--- config.mk ---
export PLATFORM = sky130hd
export DESIGN_NAME = hcrb_config_bank
export DESIGN_NICKNAME = d
export VERILOG_FILES = /design/src/core/hcrb_pkg.sv /design/src/core/hcrb_src_decode.sv /design/src/core/hcrb_i2c_target.sv /design/src/core/hcrb_config_bank.sv
export VERILOG_INCLUDE_DIRS = /design/src /design/src/core
export SDC_FILE = /design/constraint.sdc
export NUM_CORES = 1
export LEC_CHECK = 0
export BUFFER_PORTS_ARGS = -buffer_cell sky130_fd_sc_hd__buf_2
export CORE_MARGIN = 2
export CORE_UTILIZATION = 40
export CTS_CLUSTER_DIAMETER = 60
export DETAILED_ROUTE_END_ITERATION = 16
export HOLD_SLACK_MARGIN = 0.05
export PLACE_DENSITY = 0.58
export SLEW_MARGIN = 15
export SYNTH_ARGS = -nofsm -noshare
export SYNTH_HDL_FRONTEND = slang
export SYNTH_SLANG_ARGS = --single-unit
--- constraint.sdc ---
create_clock -name i_sys_clk -period 2 [get_ports i_sys_clk]
set_input_delay 0.4 -clock i_sys_clk [delete_from_list [all_inputs] [get_ports i_sys_clk]]
set_output_delay 0.4 -clock i_sys_clk [all_outputs]
set_load 0.05 [all_outputs]
--- src/core/hcrb_params.svh ---
`ifndef HCRB_PARAMS_SVH
`define HCRB_PARAMS_SVH
// i2c target address
`define HCRB_I2C_ADDR 7'h41
// register offsets
`define HCRB_OFS_REV 8'h00
`define HCRB_OFS_S1A 8'h01
`define HCRB_OFS_S1B 8'h02
`define HCRB_OFS_S2A 8'h03
`define HCRB_OFS_S2B 8'h04
`define HCRB_OFS_CTRL 8'h14
// reset values
`define HCRB_RST_REG_A 8'h01
`define HCRB_RST_REG_B 8'h00
`define HCRB_RST_CTRL 8'h00
// revision numbers, arbitrary values
`define HCRB_REV_MAJOR 4'h1
`define HCRB_REV_MINOR 4'h0
// field positions
`define HCRB_CTRL_UPD 0
`define HCRB_CTRL_BUSY 2
`define HCRB_A_MODE 0
`define HCRB_LVL_BIT5 5
// level code limits
`define HCRB_LVL_LOW 8'h0d
`define HCRB_LVL_TOP 8'hc6
// copy duration in clock cycles
`define HCRB_COPY_CYC 4'h8
// read data for unmapped offsets
`define HCRB_RD_NONE 8'h00
`endif

--- src/core/hcrb_pkg.sv ---
package hcrb_pkg;
  // one source's regulation register pair
  typedef struct packed {
    logic [7:0] reg_a;
    logic [7:0] reg_b;
  } hcrb_src_s;
  // decoded regulation settings of one source
  typedef struct packed {
    logic mppt_mode;
    logic [7:0] voltage_level_code;
    logic below_low_source;
    logic [2:0] tracking_ratio_code;
    logic [2:0] sampling_duration_code;
    logic [2:0] tracking_period_code;
  } hcrb_reg_cfg_s;
  // register write strobe with address and data
  typedef struct packed {
    logic wr;
    logic [7:0] addr;
    logic [7:0] data;
  } hcrb_wr_s;
  typedef enum logic [2:0] {
    HCRB_IDLE, HCRB_ADDR, HCRB_ACK, HCRB_REGA, HCRB_WDAT, HCRB_RDAT, HCRB_RACK
  } hcrb_i2c_e;
endpackage : hcrb_pkg

--- src/core/hcrb_src_decode.sv ---
`timescale 1ns/1ps
`default_nettype none
`include "hcrb_params.svh"
// decodes one source's applied register pair into regulation settings
module hcrb_src_decode
  import hcrb_pkg::*;
(
  // applied register pair
  input wire hcrb_pkg::hcrb_src_s i_src,
  // decoded settings
  output hcrb_pkg::hcrb_reg_cfg_s o_cfg
);
  logic [7:0] lvl;
  always_comb
  begin
    o_cfg.mppt_mode = i_src.reg_a[`HCRB_A_MODE];
    // level code assembly; bit 5 of reg_b never enters it
    lvl = {i_src.reg_b[4:3], i_src.reg_b[2:0], i_src.reg_a[3:1]};
    // top codes saturate at the highest voltage code
    if (lvl >= `HCRB_LVL_TOP)
      lvl = `HCRB_LVL_TOP;
    o_cfg.voltage_level_code = lvl;
    o_cfg.below_low_source = ~o_cfg.mppt_mode &
      (lvl < `HCRB_LVL_LOW);
    o_cfg.tracking_ratio_code = i_src.reg_a[3:1];
    o_cfg.sampling_duration_code = i_src.reg_b[2:0];
    o_cfg.tracking_period_code = i_src.reg_b[5:3];
  end
endmodule : hcrb_src_decode
`default_nettype wire

--- src/core/hcrb_i2c_target.sv ---
`timescale 1ns/1ps
`default_nettype none
`include "hcrb_params.svh"
// i2c target: byte-wide register access with auto increment
module hcrb_i2c_target
  import hcrb_pkg::*;
(
  // clock and reset
  input wire logic i_sys_clk,
  input wire logic i_srst,
  // i2c pins, sampled synchronously
  input wire logic i_scl,
  input wire logic i_sda,
  output logic o_sda_oe,
  // register side
  output hcrb_pkg::hcrb_wr_s o_wr,
  output logic [7:0] o_raddr,
  input wire logic [7:0] i_rdata
);
  hcrb_i2c_e state_ff;
  logic scl_d_ff, sda_d_ff, rw_ff;
  // set by a write address: the next byte is the register pointer
  logic ptr_next_ff;
  logic [7:0] sh_ff, ptr_ff;
  logic [3:0] cnt_ff;
  logic scl_rise, scl_fall, start_c, stop_c;
  assign scl_rise = i_scl & ~scl_d_ff;
  assign scl_fall = ~i_scl & scl_d_ff;
  assign start_c = i_scl & scl_d_ff & sda_d_ff & ~i_sda;
  assign stop_c = i_scl & scl_d_ff & ~sda_d_ff & i_sda;
  assign o_raddr = ptr_ff;
  // edge history
  always_ff @(posedge i_sys_clk)
  begin
    if (i_srst)
    begin
      scl_d_ff <= 1'b1;
      sda_d_ff <= 1'b1;
    end
    else
    begin
      scl_d_ff <= i_scl;
      sda_d_ff <= i_sda;
    end
  end
  // protocol engine; sda changes only after scl falls
  always_ff @(posedge i_sys_clk)
  begin
    if (i_srst)
    begin
      state_ff <= HCRB_IDLE;
      sh_ff <= 8'h00;
      ptr_ff <= 8'h00;
      cnt_ff <= 4'h0;
      rw_ff <= 1'b0;
      ptr_next_ff <= 1'b0;
      o_sda_oe <= 1'b0;
      o_wr <= '0;
    end
    else
    begin
      o_wr.wr <= 1'b0;
      if (start_c)
      begin
        state_ff <= HCRB_ADDR;
        cnt_ff <= 4'h0;
        o_sda_oe <= 1'b0;
      end
      else if (stop_c)
      begin
        state_ff <= HCRB_IDLE;
        o_sda_oe <= 1'b0;
      end
      else
      begin
        case (state_ff)
          HCRB_IDLE: ;
          HCRB_ADDR, HCRB_REGA, HCRB_WDAT:
          begin
            if (scl_rise)
            begin
              sh_ff <= {sh_ff[6:0], i_sda};
              cnt_ff <= cnt_ff + 4'h1;
            end
            else if (scl_fall && cnt_ff == 4'h8)
            begin
              cnt_ff <= 4'h0;
              if (state_ff == HCRB_ADDR)
              begin
                // answer only our own address
                if (sh_ff[7:1] == `HCRB_I2C_ADDR)
                begin
                  rw_ff <= sh_ff[0];
                  ptr_next_ff <= ~sh_ff[0];
                  o_sda_oe <= 1'b1;
                  state_ff <= HCRB_ACK;
                end
                else
                  state_ff <= HCRB_IDLE;
              end
              else
              begin
                o_sda_oe <= 1'b1;
                if (state_ff == HCRB_REGA)
                  ptr_ff <= sh_ff;
                else
                begin
                  o_wr <= '{wr: 1'b1, addr: ptr_ff, data: sh_ff};
                  ptr_ff <= ptr_ff + 8'h01;
                end
                state_ff <= HCRB_ACK;
              end
            end
          end
          HCRB_ACK:
          begin
            if (scl_fall)
            begin
              if (rw_ff)
              begin
                sh_ff <= i_rdata;
                o_sda_oe <= ~i_rdata[7];
                cnt_ff <= 4'h1;
                state_ff <= HCRB_RDAT;
              end
              else
              begin
                o_sda_oe <= 1'b0;
                // a flag, not the shifted byte: data equal to the
                // address byte must not be taken for a new pointer
                state_ff <= ptr_next_ff ? HCRB_REGA : HCRB_WDAT;
                ptr_next_ff <= 1'b0;
              end
            end
          end
          HCRB_RDAT:
          begin
            if (scl_fall)
            begin
              if (cnt_ff == 4'h8)
              begin
                o_sda_oe <= 1'b0;
                state_ff <= HCRB_RACK;
              end
              else
              begin
                o_sda_oe <= ~sh_ff[6];
                sh_ff <= {sh_ff[6:0], 1'b0};
                cnt_ff <= cnt_ff + 4'h1;
              end
            end
          end
          HCRB_RACK:
          begin
            // ack advances to the next register, nack ends the read
            if (scl_rise)
            begin
              if (!i_sda)
              begin
                ptr_ff <= ptr_ff + 8'h01;
                state_ff <= HCRB_ACK;
              end
              else
                state_ff <= HCRB_IDLE;
            end
          end
          default: state_ff <= HCRB_IDLE;
        endcase
      end
    end
  end
endmodule : hcrb_i2c_target
`default_nettype wire

--- src/core/hcrb_config_bank.sv ---
// Overview of operation
// - control bit 2 shows copy in progress
// - update bit picks bus or strap configuration
// - update bit reads back configuration source
// - writes apply only on next update write
// - read-only revision register at offset zero
// - mode bit picks constant voltage or tracking
// - three fields form 8-bit level code
// - constant voltage ignores second register bit 5
// - constant voltage codes below 0x0d mean low source
// - codes 0xc6 up saturate at top
// - 3-bit tracking ratio code decoding
// - 3-bit sampling duration code decoding
// - 3-bit tracking period code decoding
// - sampling low field, period high field
// - target address 0x41
// - ack advances read, nack ends it
`timescale 1ns/1ps
`default_nettype none
`include "hcrb_params.svh"
module hcrb_config_bank
  import hcrb_pkg::*;
(
  // clock and reset
  input wire logic i_sys_clk,
  input wire logic i_srst,
  // i2c pins
  input wire logic i_scl,
  input wire logic i_sda,
  output logic o_sda_oe,
  // strap pin configuration per source
  input wire hcrb_pkg::hcrb_src_s i_strap_src1,
  input wire hcrb_pkg::hcrb_src_s i_strap_src2,
  // applied configuration
  output hcrb_pkg::hcrb_reg_cfg_s o_cfg_src1,
  output hcrb_pkg::hcrb_reg_cfg_s o_cfg_src2,
  output logic o_bus_config,
  output logic o_copy_in_progress_flag
);
  import hcrb_pkg::*;

  // ************************************************************
  // bus access
  // ************************************************************
  hcrb_wr_s wr;
  logic [7:0] raddr, rdata;
  logic sda_oe;
  hcrb_i2c_target u_i2c (
    .i_sys_clk(i_sys_clk),
    .i_srst(i_srst),
    .i_scl(i_scl),
    .i_sda(i_sda),
    .o_sda_oe(sda_oe),
    .o_wr(wr),
    .o_raddr(raddr),
    .i_rdata(rdata)
  );
  // already registered inside the target
  assign o_sda_oe = sda_oe;

  // ************************************************************
  // bus-side registers
  // ************************************************************
  hcrb_src_s bus_src1_ff, bus_src2_ff;
  logic upd_ff, busy_ff;
  logic [3:0] copy_cnt_ff;
  localparam logic [7:0] ctrl_rst = `HCRB_RST_CTRL;

  function automatic logic hit(input logic [7:0] a, input logic [7:0] o);
    hit = wr.wr && (a == o);
  endfunction : hit

  // register writes; reserved bits stay zero
  always_ff @(posedge i_sys_clk)
  begin
    if (i_srst)
    begin
      bus_src1_ff <= '{reg_a: `HCRB_RST_REG_A, reg_b: `HCRB_RST_REG_B};
      bus_src2_ff <= '{reg_a: `HCRB_RST_REG_A, reg_b: `HCRB_RST_REG_B};
    end
    else
    begin
      // separate pairs per source
      if (hit(wr.addr, `HCRB_OFS_S1A))
        bus_src1_ff.reg_a <= {4'h0, wr.data[3:0]};
      if (hit(wr.addr, `HCRB_OFS_S1B))
        bus_src1_ff.reg_b <= {2'h0, wr.data[5:0]};
      if (hit(wr.addr, `HCRB_OFS_S2A))
        bus_src2_ff.reg_a <= {4'h0, wr.data[3:0]};
      if (hit(wr.addr, `HCRB_OFS_S2B))
        bus_src2_ff.reg_b <= {2'h0, wr.data[5:0]};
    end
  end

  // update bit and copy sequencer; busy lasts a fixed copy time
  always_ff @(posedge i_sys_clk)
  begin
    if (i_srst)
    begin
      upd_ff <= ctrl_rst[`HCRB_CTRL_UPD];
      busy_ff <= 1'b0;
      copy_cnt_ff <= 4'h0;
    end
    else if (hit(wr.addr, `HCRB_OFS_CTRL))
    begin
      upd_ff <= wr.data[`HCRB_CTRL_UPD];
      busy_ff <= 1'b1;
      copy_cnt_ff <= `HCRB_COPY_CYC;
    end
    else if (busy_ff)
    begin
      copy_cnt_ff <= copy_cnt_ff - 4'h1;
      if (copy_cnt_ff == 4'h1)
        busy_ff <= 1'b0;
    end
  end

  // ************************************************************
  // applied (system) registers
  // ************************************************************
  hcrb_src_s sys_src1_ff, sys_src2_ff;
  // snapshot at the end of copy; later bus writes stay invisible
  always_ff @(posedge i_sys_clk)
  begin
    if (i_srst)
    begin
      sys_src1_ff <= '{reg_a: `HCRB_RST_REG_A, reg_b: `HCRB_RST_REG_B};
      sys_src2_ff <= '{reg_a: `HCRB_RST_REG_A, reg_b: `HCRB_RST_REG_B};
    end
    else if (busy_ff && copy_cnt_ff == 4'h1)
    begin
      sys_src1_ff <= upd_ff ? bus_src1_ff : i_strap_src1;
      sys_src2_ff <= upd_ff ? bus_src2_ff : i_strap_src2;
    end
  end

  // ************************************************************
  // read mux
  // ************************************************************
  always_comb
  begin
    case (raddr)
      `HCRB_OFS_REV: rdata = {`HCRB_REV_MAJOR, `HCRB_REV_MINOR};
      `HCRB_OFS_S1A: rdata = bus_src1_ff.reg_a;
      `HCRB_OFS_S1B: rdata = bus_src1_ff.reg_b;
      `HCRB_OFS_S2A: rdata = bus_src2_ff.reg_a;
      `HCRB_OFS_S2B: rdata = bus_src2_ff.reg_b;
      `HCRB_OFS_CTRL: rdata = {5'h00, busy_ff, 1'b0, upd_ff};
      default: rdata = `HCRB_RD_NONE;
    endcase
  end

  // ************************************************************
  // decode and outputs
  // ************************************************************
  hcrb_reg_cfg_s dec1, dec2;
  hcrb_src_decode u_dec1 (.i_src(sys_src1_ff), .o_cfg(dec1));
  hcrb_src_decode u_dec2 (.i_src(sys_src2_ff), .o_cfg(dec2));
  // decoded settings follow the applied registers, also in reset, so
  // the reset tracking mode shows and nothing jumps at release
  always_ff @(posedge i_sys_clk)
  begin
    o_cfg_src1 <= dec1;
    o_cfg_src2 <= dec2;
  end
  // registered status outputs; one cycle behind the sequencer
  always_ff @(posedge i_sys_clk)
  begin
    if (i_srst)
    begin
      o_bus_config <= 1'b0;
      o_copy_in_progress_flag <= 1'b0;
    end
    else
    begin
      o_bus_config <= upd_ff;
      o_copy_in_progress_flag <= busy_ff;
    end
  end
endmodule : hcrb_config_bank
`default_nettype wire

# Yosys cells after proc, flatten, opt, wreduce, memory -nomap -nowiden
# Cells that the tools add are included.
dict set report word_totals {
  regBits 131
  input_bits 36
  out_inout_bits 41
  wordCells 202
}
dict set report op_classes {
  n_addsub 3
  n_lt_le_gt_ge 4
  eq_ne 42
  n_mux 61
  n_bitwise 26
  n_reduce_logical 27
}
# cell count
set op_table {}
lappend op_table {{$mux 8} 13}
lappend op_table {{$pmux 6 s6} 1}
lappend op_table {{$reduce_and 7->1} 5}
lappend op_table {{$eq 8x2->1 const B} 4}
lappend op_table {{$mux 4} 8}
lappend op_table {{$mux 12} 2}
lappend op_table {{$mux 3} 8}
lappend op_table {{$pmux 8 s3} 1}
lappend op_table {{$ne 4x1->1 const B} 5}
lappend op_table {{$mux 1} 19}
lappend op_table {{$ne 2x1->1 const B} 9}
lappend op_table {{$mux 17} 1}
lappend op_table {{$eq 8x1->1 const B} 2}
lappend op_table {{$eq 8x3->1 const B} 2}
lappend op_table {{$eq 8x5->1 const B} 2}
lappend op_table {{$ge 8x8->1 const B} 2}
lappend op_table {{$lt 8x4->1 const B} 2}
lappend op_table {{$not 1->1} 16}
lappend op_table {{$pmux 8 s2} 1}
lappend op_table {{$reduce_and 8->1} 2}
lappend op_table {{$pmux 3 s5} 1}
lappend op_table {{$pmux 4 s3} 1}
lappend op_table {{$ne 2x2->1 const B} 5}
lappend op_table {{$and 1x1->1} 9}
lappend op_table {{other kinds (26)} 42}

# Logic depth before layout (Yosys ltp)
dict set report depth {
  depth_word 8
  mapped_depth 9
  depth_no_buf 7
}

# Modules after synthesis
# A second synthesis with hierarchy kept.
dict set report hier_totals {
  hier_cells 673
  area_unflattened_um2 6271.0
}
# module n_inst cells_per_inst area_each_um2 seq_area_each_um2
set modules_own_cells {}
lappend modules_own_cells {hcrb_config_bank 1 326 3505.9 1961.9}
lappend modules_own_cells {hcrb_i2c_target 1 299 2417.3 900.9}
lappend modules_own_cells {hcrb_src_decode 2 24 173.9 0.0}

# Worst setup path after synthesis
# No wires, ideal clock.
dict set report synth_path {
  kind {flip-flop to flip-flop}
  from {register u_i2c.cnt_ff[0]}
  to {register, netlist name u_i2c.o_wr[12]}
  setup_ps 128
  arrival_ps 1839
  required_ps 1872
  slack_ps 33
  stages_incl_launch_ff 10
  path_buffers 2
  period_less_slack_ps 1967
  path_cell_list {dfxtp_1 inv_1 ha_1 and3b_1 clkbuf_1 nand2_1 nor3_2 buf_4 mux2i_1 nor2_1}
}
dict set report synth_via {
  elab_chain_len 3
}
# element line_no
set synth_lines {}
lappend synth_lines {{start, declared} hcrb_i2c_target.sv:25} ;# logic [3:0] cnt_ff;
lappend synth_lines {{start signal, assigned} hcrb_i2c_target.sv:83} ;# cnt_ff <= cnt_ff + 4'h1;
lappend synth_lines {{start signal, assigned} hcrb_i2c_target.sv:149} ;# cnt_ff <= cnt_ff + 4'h1;
lappend synth_lines {{$eq 4x4->1} hcrb_i2c_target.sv:85} ;# else if (scl_fall && cnt_ff == 4'h8)
lappend synth_lines {{$logic_and 1x1->1} hcrb_i2c_target.sv:85}
lappend synth_lines {{$reduce_and 7->1 (no source line)} n/a}
# No other way between the ends.
# A chain may end at the register's enable or synchronous reset.

# Final worst setup path
dict set report layout_path {
  from {register u_i2c.ptr_ff[3] (netlist: u_i2c.o_raddr[3])}
  to {register u_i2c.sh_ff[0]}
}
dict set report layout_via {
  elab_chain_len 5
  word_cells_on_any_way 10
  cone_classes {eq/ne (5); mux (4); reduce/logical (1)}
}
# element line_no
set layout_lines {}
lappend layout_lines {{start, declared} hcrb_i2c_target.sv:24} ;# logic [7:0] sh_ff, ptr_ff;
lappend layout_lines {{start signal, assigned} hcrb_i2c_target.sv:109} ;# ptr_ff <= ptr_ff + 8'h01;
lappend layout_lines {{start signal, assigned} hcrb_i2c_target.sv:160} ;# ptr_ff <= ptr_ff + 8'h01;
lappend layout_lines {{$eq 8x5->1 (tied with other cells)} hcrb_config_bank.sv:142} ;# case (raddr)
lappend layout_lines {{$pmux 6 s6 *} hcrb_config_bank.sv:142}
lappend layout_lines {{$mux 8 *} hcrb_i2c_target.sv:119} ;# if (rw_ff)
lappend layout_lines {{$mux 8 *} hcrb_i2c_target.sv:117} ;# if (scl_fall)
lappend layout_lines {{$pmux 8 s3 *} hcrb_i2c_target.sv:76} ;# case (state_ff)
lappend layout_lines {{end signal, assigned} hcrb_i2c_target.sv:82} ;# sh_ff <= {sh_ff[6:0], i_sda};
lappend layout_lines {{end signal, assigned} hcrb_i2c_target.sv:121} ;# sh_ff <= i_rdata;
lappend layout_lines {{end signal, assigned} hcrb_i2c_target.sv:148} ;# sh_ff <= {sh_ff[6:0], 1'b0};
lappend layout_lines {{end, declared} hcrb_i2c_target.sv:24}
# Mark *: on every way between the ends. The rest lies on a longest branch, timed or not. The select of a mux whose other input is x is not followed.

==> run_results.csv <==
group,metric,value,unit
setup_path,crit_path_start_kind,"flip-flop",
global_routing,gr-total-overflow,0,
timing,tns,0,ps
placement,gp_congestion,0.877,
floorplanning,die_h,120,um
placement,port_buffers,64,
finish,antenna_cells,0,
finish,areaGrowthSynthToFinish,24.4,%
setup_path,crit_slowest_cell,"or4_4",
power,p_seq_frac,0.462,
logic_synthesis,synth.largest_area_cell,"dfxtp_1",
logic_synthesis,async_flop_share,0,
detailed_routing,wire_per_inst,15.5,um
clock_network,post_cts_buffers,0,
global_routing,grt_pass1_wl,21600,um
floorplanning,coreArea,0.0132,mm^2
logic_synthesis,syn_avg_cell_area,9.45,um^2
min_path,min_path_type,"in -> reg",
setup_path,crit_required,2340,ps
logic_synthesis,yosys.cell_types.count,64,
logic_synthesis,synth_ff_type,"dfxtp_1",
logic_synthesis,synthTopCellsByArea,"dfxtp_1 48%, mux2i_1 11%, nor2_1 5.6%",
floorplanning,ios,77,
timing,slew_headroom,0.627,
floorplanning,fp.dieW,120,um
detailed_routing,wl,13100,um
setup_path,path_cells,"or4_4 -> or3_4 -> o22ai_1 -> a32oi_1 -> a211oi_2",
finish,drive_gt1_frac,0.235,
power,vdd.ir_drop.worst,0.533,mV
setup_path,path_max_fanout,6,
power,internal_power,4.35,mW
placement,hpwlAfterDp,9560,um
clock_network,ctsHoldBuffers,0,
run_status,status,"complete, no violations",
floorplanning,die_area,0.0145,mm^2
detailed_routing,viasPerCell,5.30,
logic_synthesis,netlist_area,0.00542,mm^2
power,p_comb_frac,0.030,
global_routing,grt_max_degree,54,
setup_path,cp_data_arrival_time,2250,ps
power,power.density,831,mW/mm^2
logic_synthesis,syn-instance-count,573,
clock_network,clock-root-buffer,"clkbuf_16",
clock_network,postCtsResizedCells,0,
logic_synthesis,synthTopCellsByCount,"129 x dfxtp_1, 81 x nor2_1, 59 x mux2i_1",
timing,final-setup-viol-count,0,
clock_network,clkLatencyLatePin,420,ps
clock_network,cts_made_buffers,17,
floorplanning,start_util,0.409,
setup_path,max_stage_delay,580,ps
timing,worstMarginPinSlew,554,ps
finish,nets,705,
detailed_routing,firstDrtPassIters,5,
logic_synthesis,synth_top_area_frac,0.477,
clock_network,cts_num_sinks,129,
timing,fmax,525,MHz
global_routing,grt_usage,0.189,
setup_path,critPathKind,"reg -> reg",
power,power_frac_clock,0.508,
detailed_routing,drt_iter0_markers,311,
timing,post-route-min-period,1900,ps
logic_synthesis,ys_seq_area_frac,0.477,
timing,fin_skew,8.35,ps
timing,period_share,0.952,
run,cap_violations,0,
detailed_routing,via_count,4500,
clock_network,path_clk_slew,60,ps
logic_synthesis,ys_ff_latch,129,
power,p_leak,2.54,nW
logic_synthesis,yosysMostFrequentCell,"dfxtp_1",
timing,maxSlewViolCount,0,
power,p_sw_frac,0.224,
floorplanning,rows,42,
logic_synthesis,synth-edff-count,0,
clock_network,htree_levels,4,
global_routing,grt_pass1_vias,4280,
detailed_routing,postRouteAntennaNets,0,
clock_network,cts_tree,"done",
timing,hold_slack,325,ps
clock_network,clockBufferDepth,2,
power,p_sw,1.25,mW
setup_path,endpoint_kind,"flip-flop",
global_routing,antenna_found_initial,0,
detailed_routing,drc_errors,0,
logic_synthesis,yosys_warnings,0,
timing,rsz0062_at_grt,"no",
setup_path,ff2ff_setup_slack,100,ps
logic_synthesis,synth.net_count,617,
timing,hold_viol_final,0,
==> state kept, by name (all words and copies together), names as in the netlist, 3 cells and up <==
name	cells
o_cfg_src1	19
o_cfg_src2	19
u_i2c.o_wr	15
bus_src1_ff	10
bus_src2_ff	10
sys_src1_ff	10
sys_src2_ff	10
u_i2c.o_raddr	8
u_i2c.sh_ff	8
copy_cnt_ff	4
u_i2c.cnt_ff	4
u_i2c.state_ff	3
==> metal layers <==
layer  up-vias  part of all wire  global-route usage  routed length (um)
li1       2255                 -                   -                   -
met1      2127              0.48               0.246                6320
met2       110              0.46               0.313                6060
met3         8             0.048              0.0519                 626
met4         0            0.0088              0.0458                 115
met5         -                 0                   0                   0
==> kinds of logic after synthesis <==
family                   count (synthesis)  share of synthesized area
AND/OR/NAND/NOR                        200                      0.186
adder cells (fa/ha/maj)                  8                     0.0185
XOR/XNOR                                 4                    0.00647
multiplexers                            60                      0.111
buffers and inverters                   51                     0.0379
AO/OA/AOI/OAI                          121                      0.163
flip-flops                             129                      0.477
==> final timing paths <==
path	end	depth (start not counted)	from
setup / recovery	u_i2c.sh_ff[0]$_SDFFE_PP0P_	5	u_i2c.o_raddr[3]$_SDFFE_PP0P_
hold / removal	sys_src1_ff[4]$_SDFFE_PP0P_	3	i_strap_src1[4]
setup reg to reg	u_i2c.sh_ff[0]$_SDFFE_PP0P_	5	u_i2c.o_raddr[3]$_SDFFE_PP0P_
hold reg to reg	o_cfg_src1[2]$_DFF_P_	0	sys_src1_ff[5]$_SDFFE_PP0P_
==> placed cells by master (no fill, tap or decap), types with 3 or more instances in the layout <==
| master | synthesis | final |
|---|---|---|
| nand3_1 | 14 | 14 |
| nand2b_1 | 11 | 11 |
| o21ai_0 | 5 | 5 |
| or2_2 | 8 | 8 |
| buf_12 | 0 | 3 |
| a211oi_2 | 4 | 4 |
| o2bb2ai_1 | 4 | 4 |
| a32oi_1 | 4 | 4 |
| o32ai_1 | 4 | 4 |
| nor2_1 | 81 | 81 |
| nor4_1 | 4 | 4 |
| nor3_1 | 11 | 10 |
| clkbuf_16 | 0 | 17 |
| a21oi_1 | 25 | 25 |
| ha_1 | 8 | 8 |
| inv_1 | 11 | 11 |
| a211o_1 | 4 | 4 |
| clkinvlp_4 | 0 | 4 |
| nor2b_1 | 10 | 10 |
| buf_4 | 1 | 42 |
| a222oi_1 | 4 | 4 |
| a22oi_1 | 5 | 5 |
| nor3b_1 | 3 | 3 |
| buf_2 | 8 | 64 |
| mux2i_1 | 59 | 59 |
| nand2_1 | 23 | 23 |
| o21ai_1 | 5 | 5 |
| a211oi_1 | 29 | 29 |
| o22ai_1 | 3 | 3 |
| o211ai_1 | 4 | 4 |
| and2_1 | 8 | 8 |
| o21a_1 | 3 | 3 |
| clkinv_2 | 0 | 4 |
| and3_1 | 3 | 3 |
| dfxtp_1 | 129 | 128 |
==> critical path, delay by kind of cell (launching register included) <==
family             cells  cell delay (ps)
AOI/OAI and AO/OA      3              550
DFF                    1              310
and+or+nand+nor        2              970
==> final cells by class <==
| type | count | area [um^2] |
|---|---|---|
| sequential | 129 | 2580 |
| tap | 176 | 220 |
| clock buffer | 18 | 429 |
| timing repair buffer | 109 | 696 |
| fill | 1267 | 6500 |
| clock inverter | 13 | 115 |
| inverter | 11 | 41.3 |
| multi-input combinational | 393 | 2650 |
==> power by group through the flow <==
stage	logic (mW)	clock network, mW	registers (mW)
3_5_place_dp	0.163	0	2.64
4_1_cts	0.164	2.91	2.59
6_report	0.166	2.84	2.59
2_1_floorplan	0.0885	0	2.64
3_3_place_gp	0.161	0	2.64
5_1_grt	0.181	3.04	2.59
==> metrics by stage <==
| step | utilization | instances | total power, mW | setup WS, ps | area [um^2] |
|---|---|---|---|---|---|
| finish | 0.509 | 849 | 5.60 | 96.2 | 6740 |
| global route | 0.509 | 849 | 5.80 | 9.76 | 6740 |
| CTS | 0.507 | 849 | 5.66 | 5.38 | 6710 |
| detailed placement | 0.466 | 818 | 2.81 | 29.5 | 6170 |
| global placement | 0.466 | 818 | 2.80 | 86.8 | 6170 |
| floorplan | - | 573 | 2.73 | 33.1 | 5420 |
No activity file was read; power rests on OpenSTA's default activity.
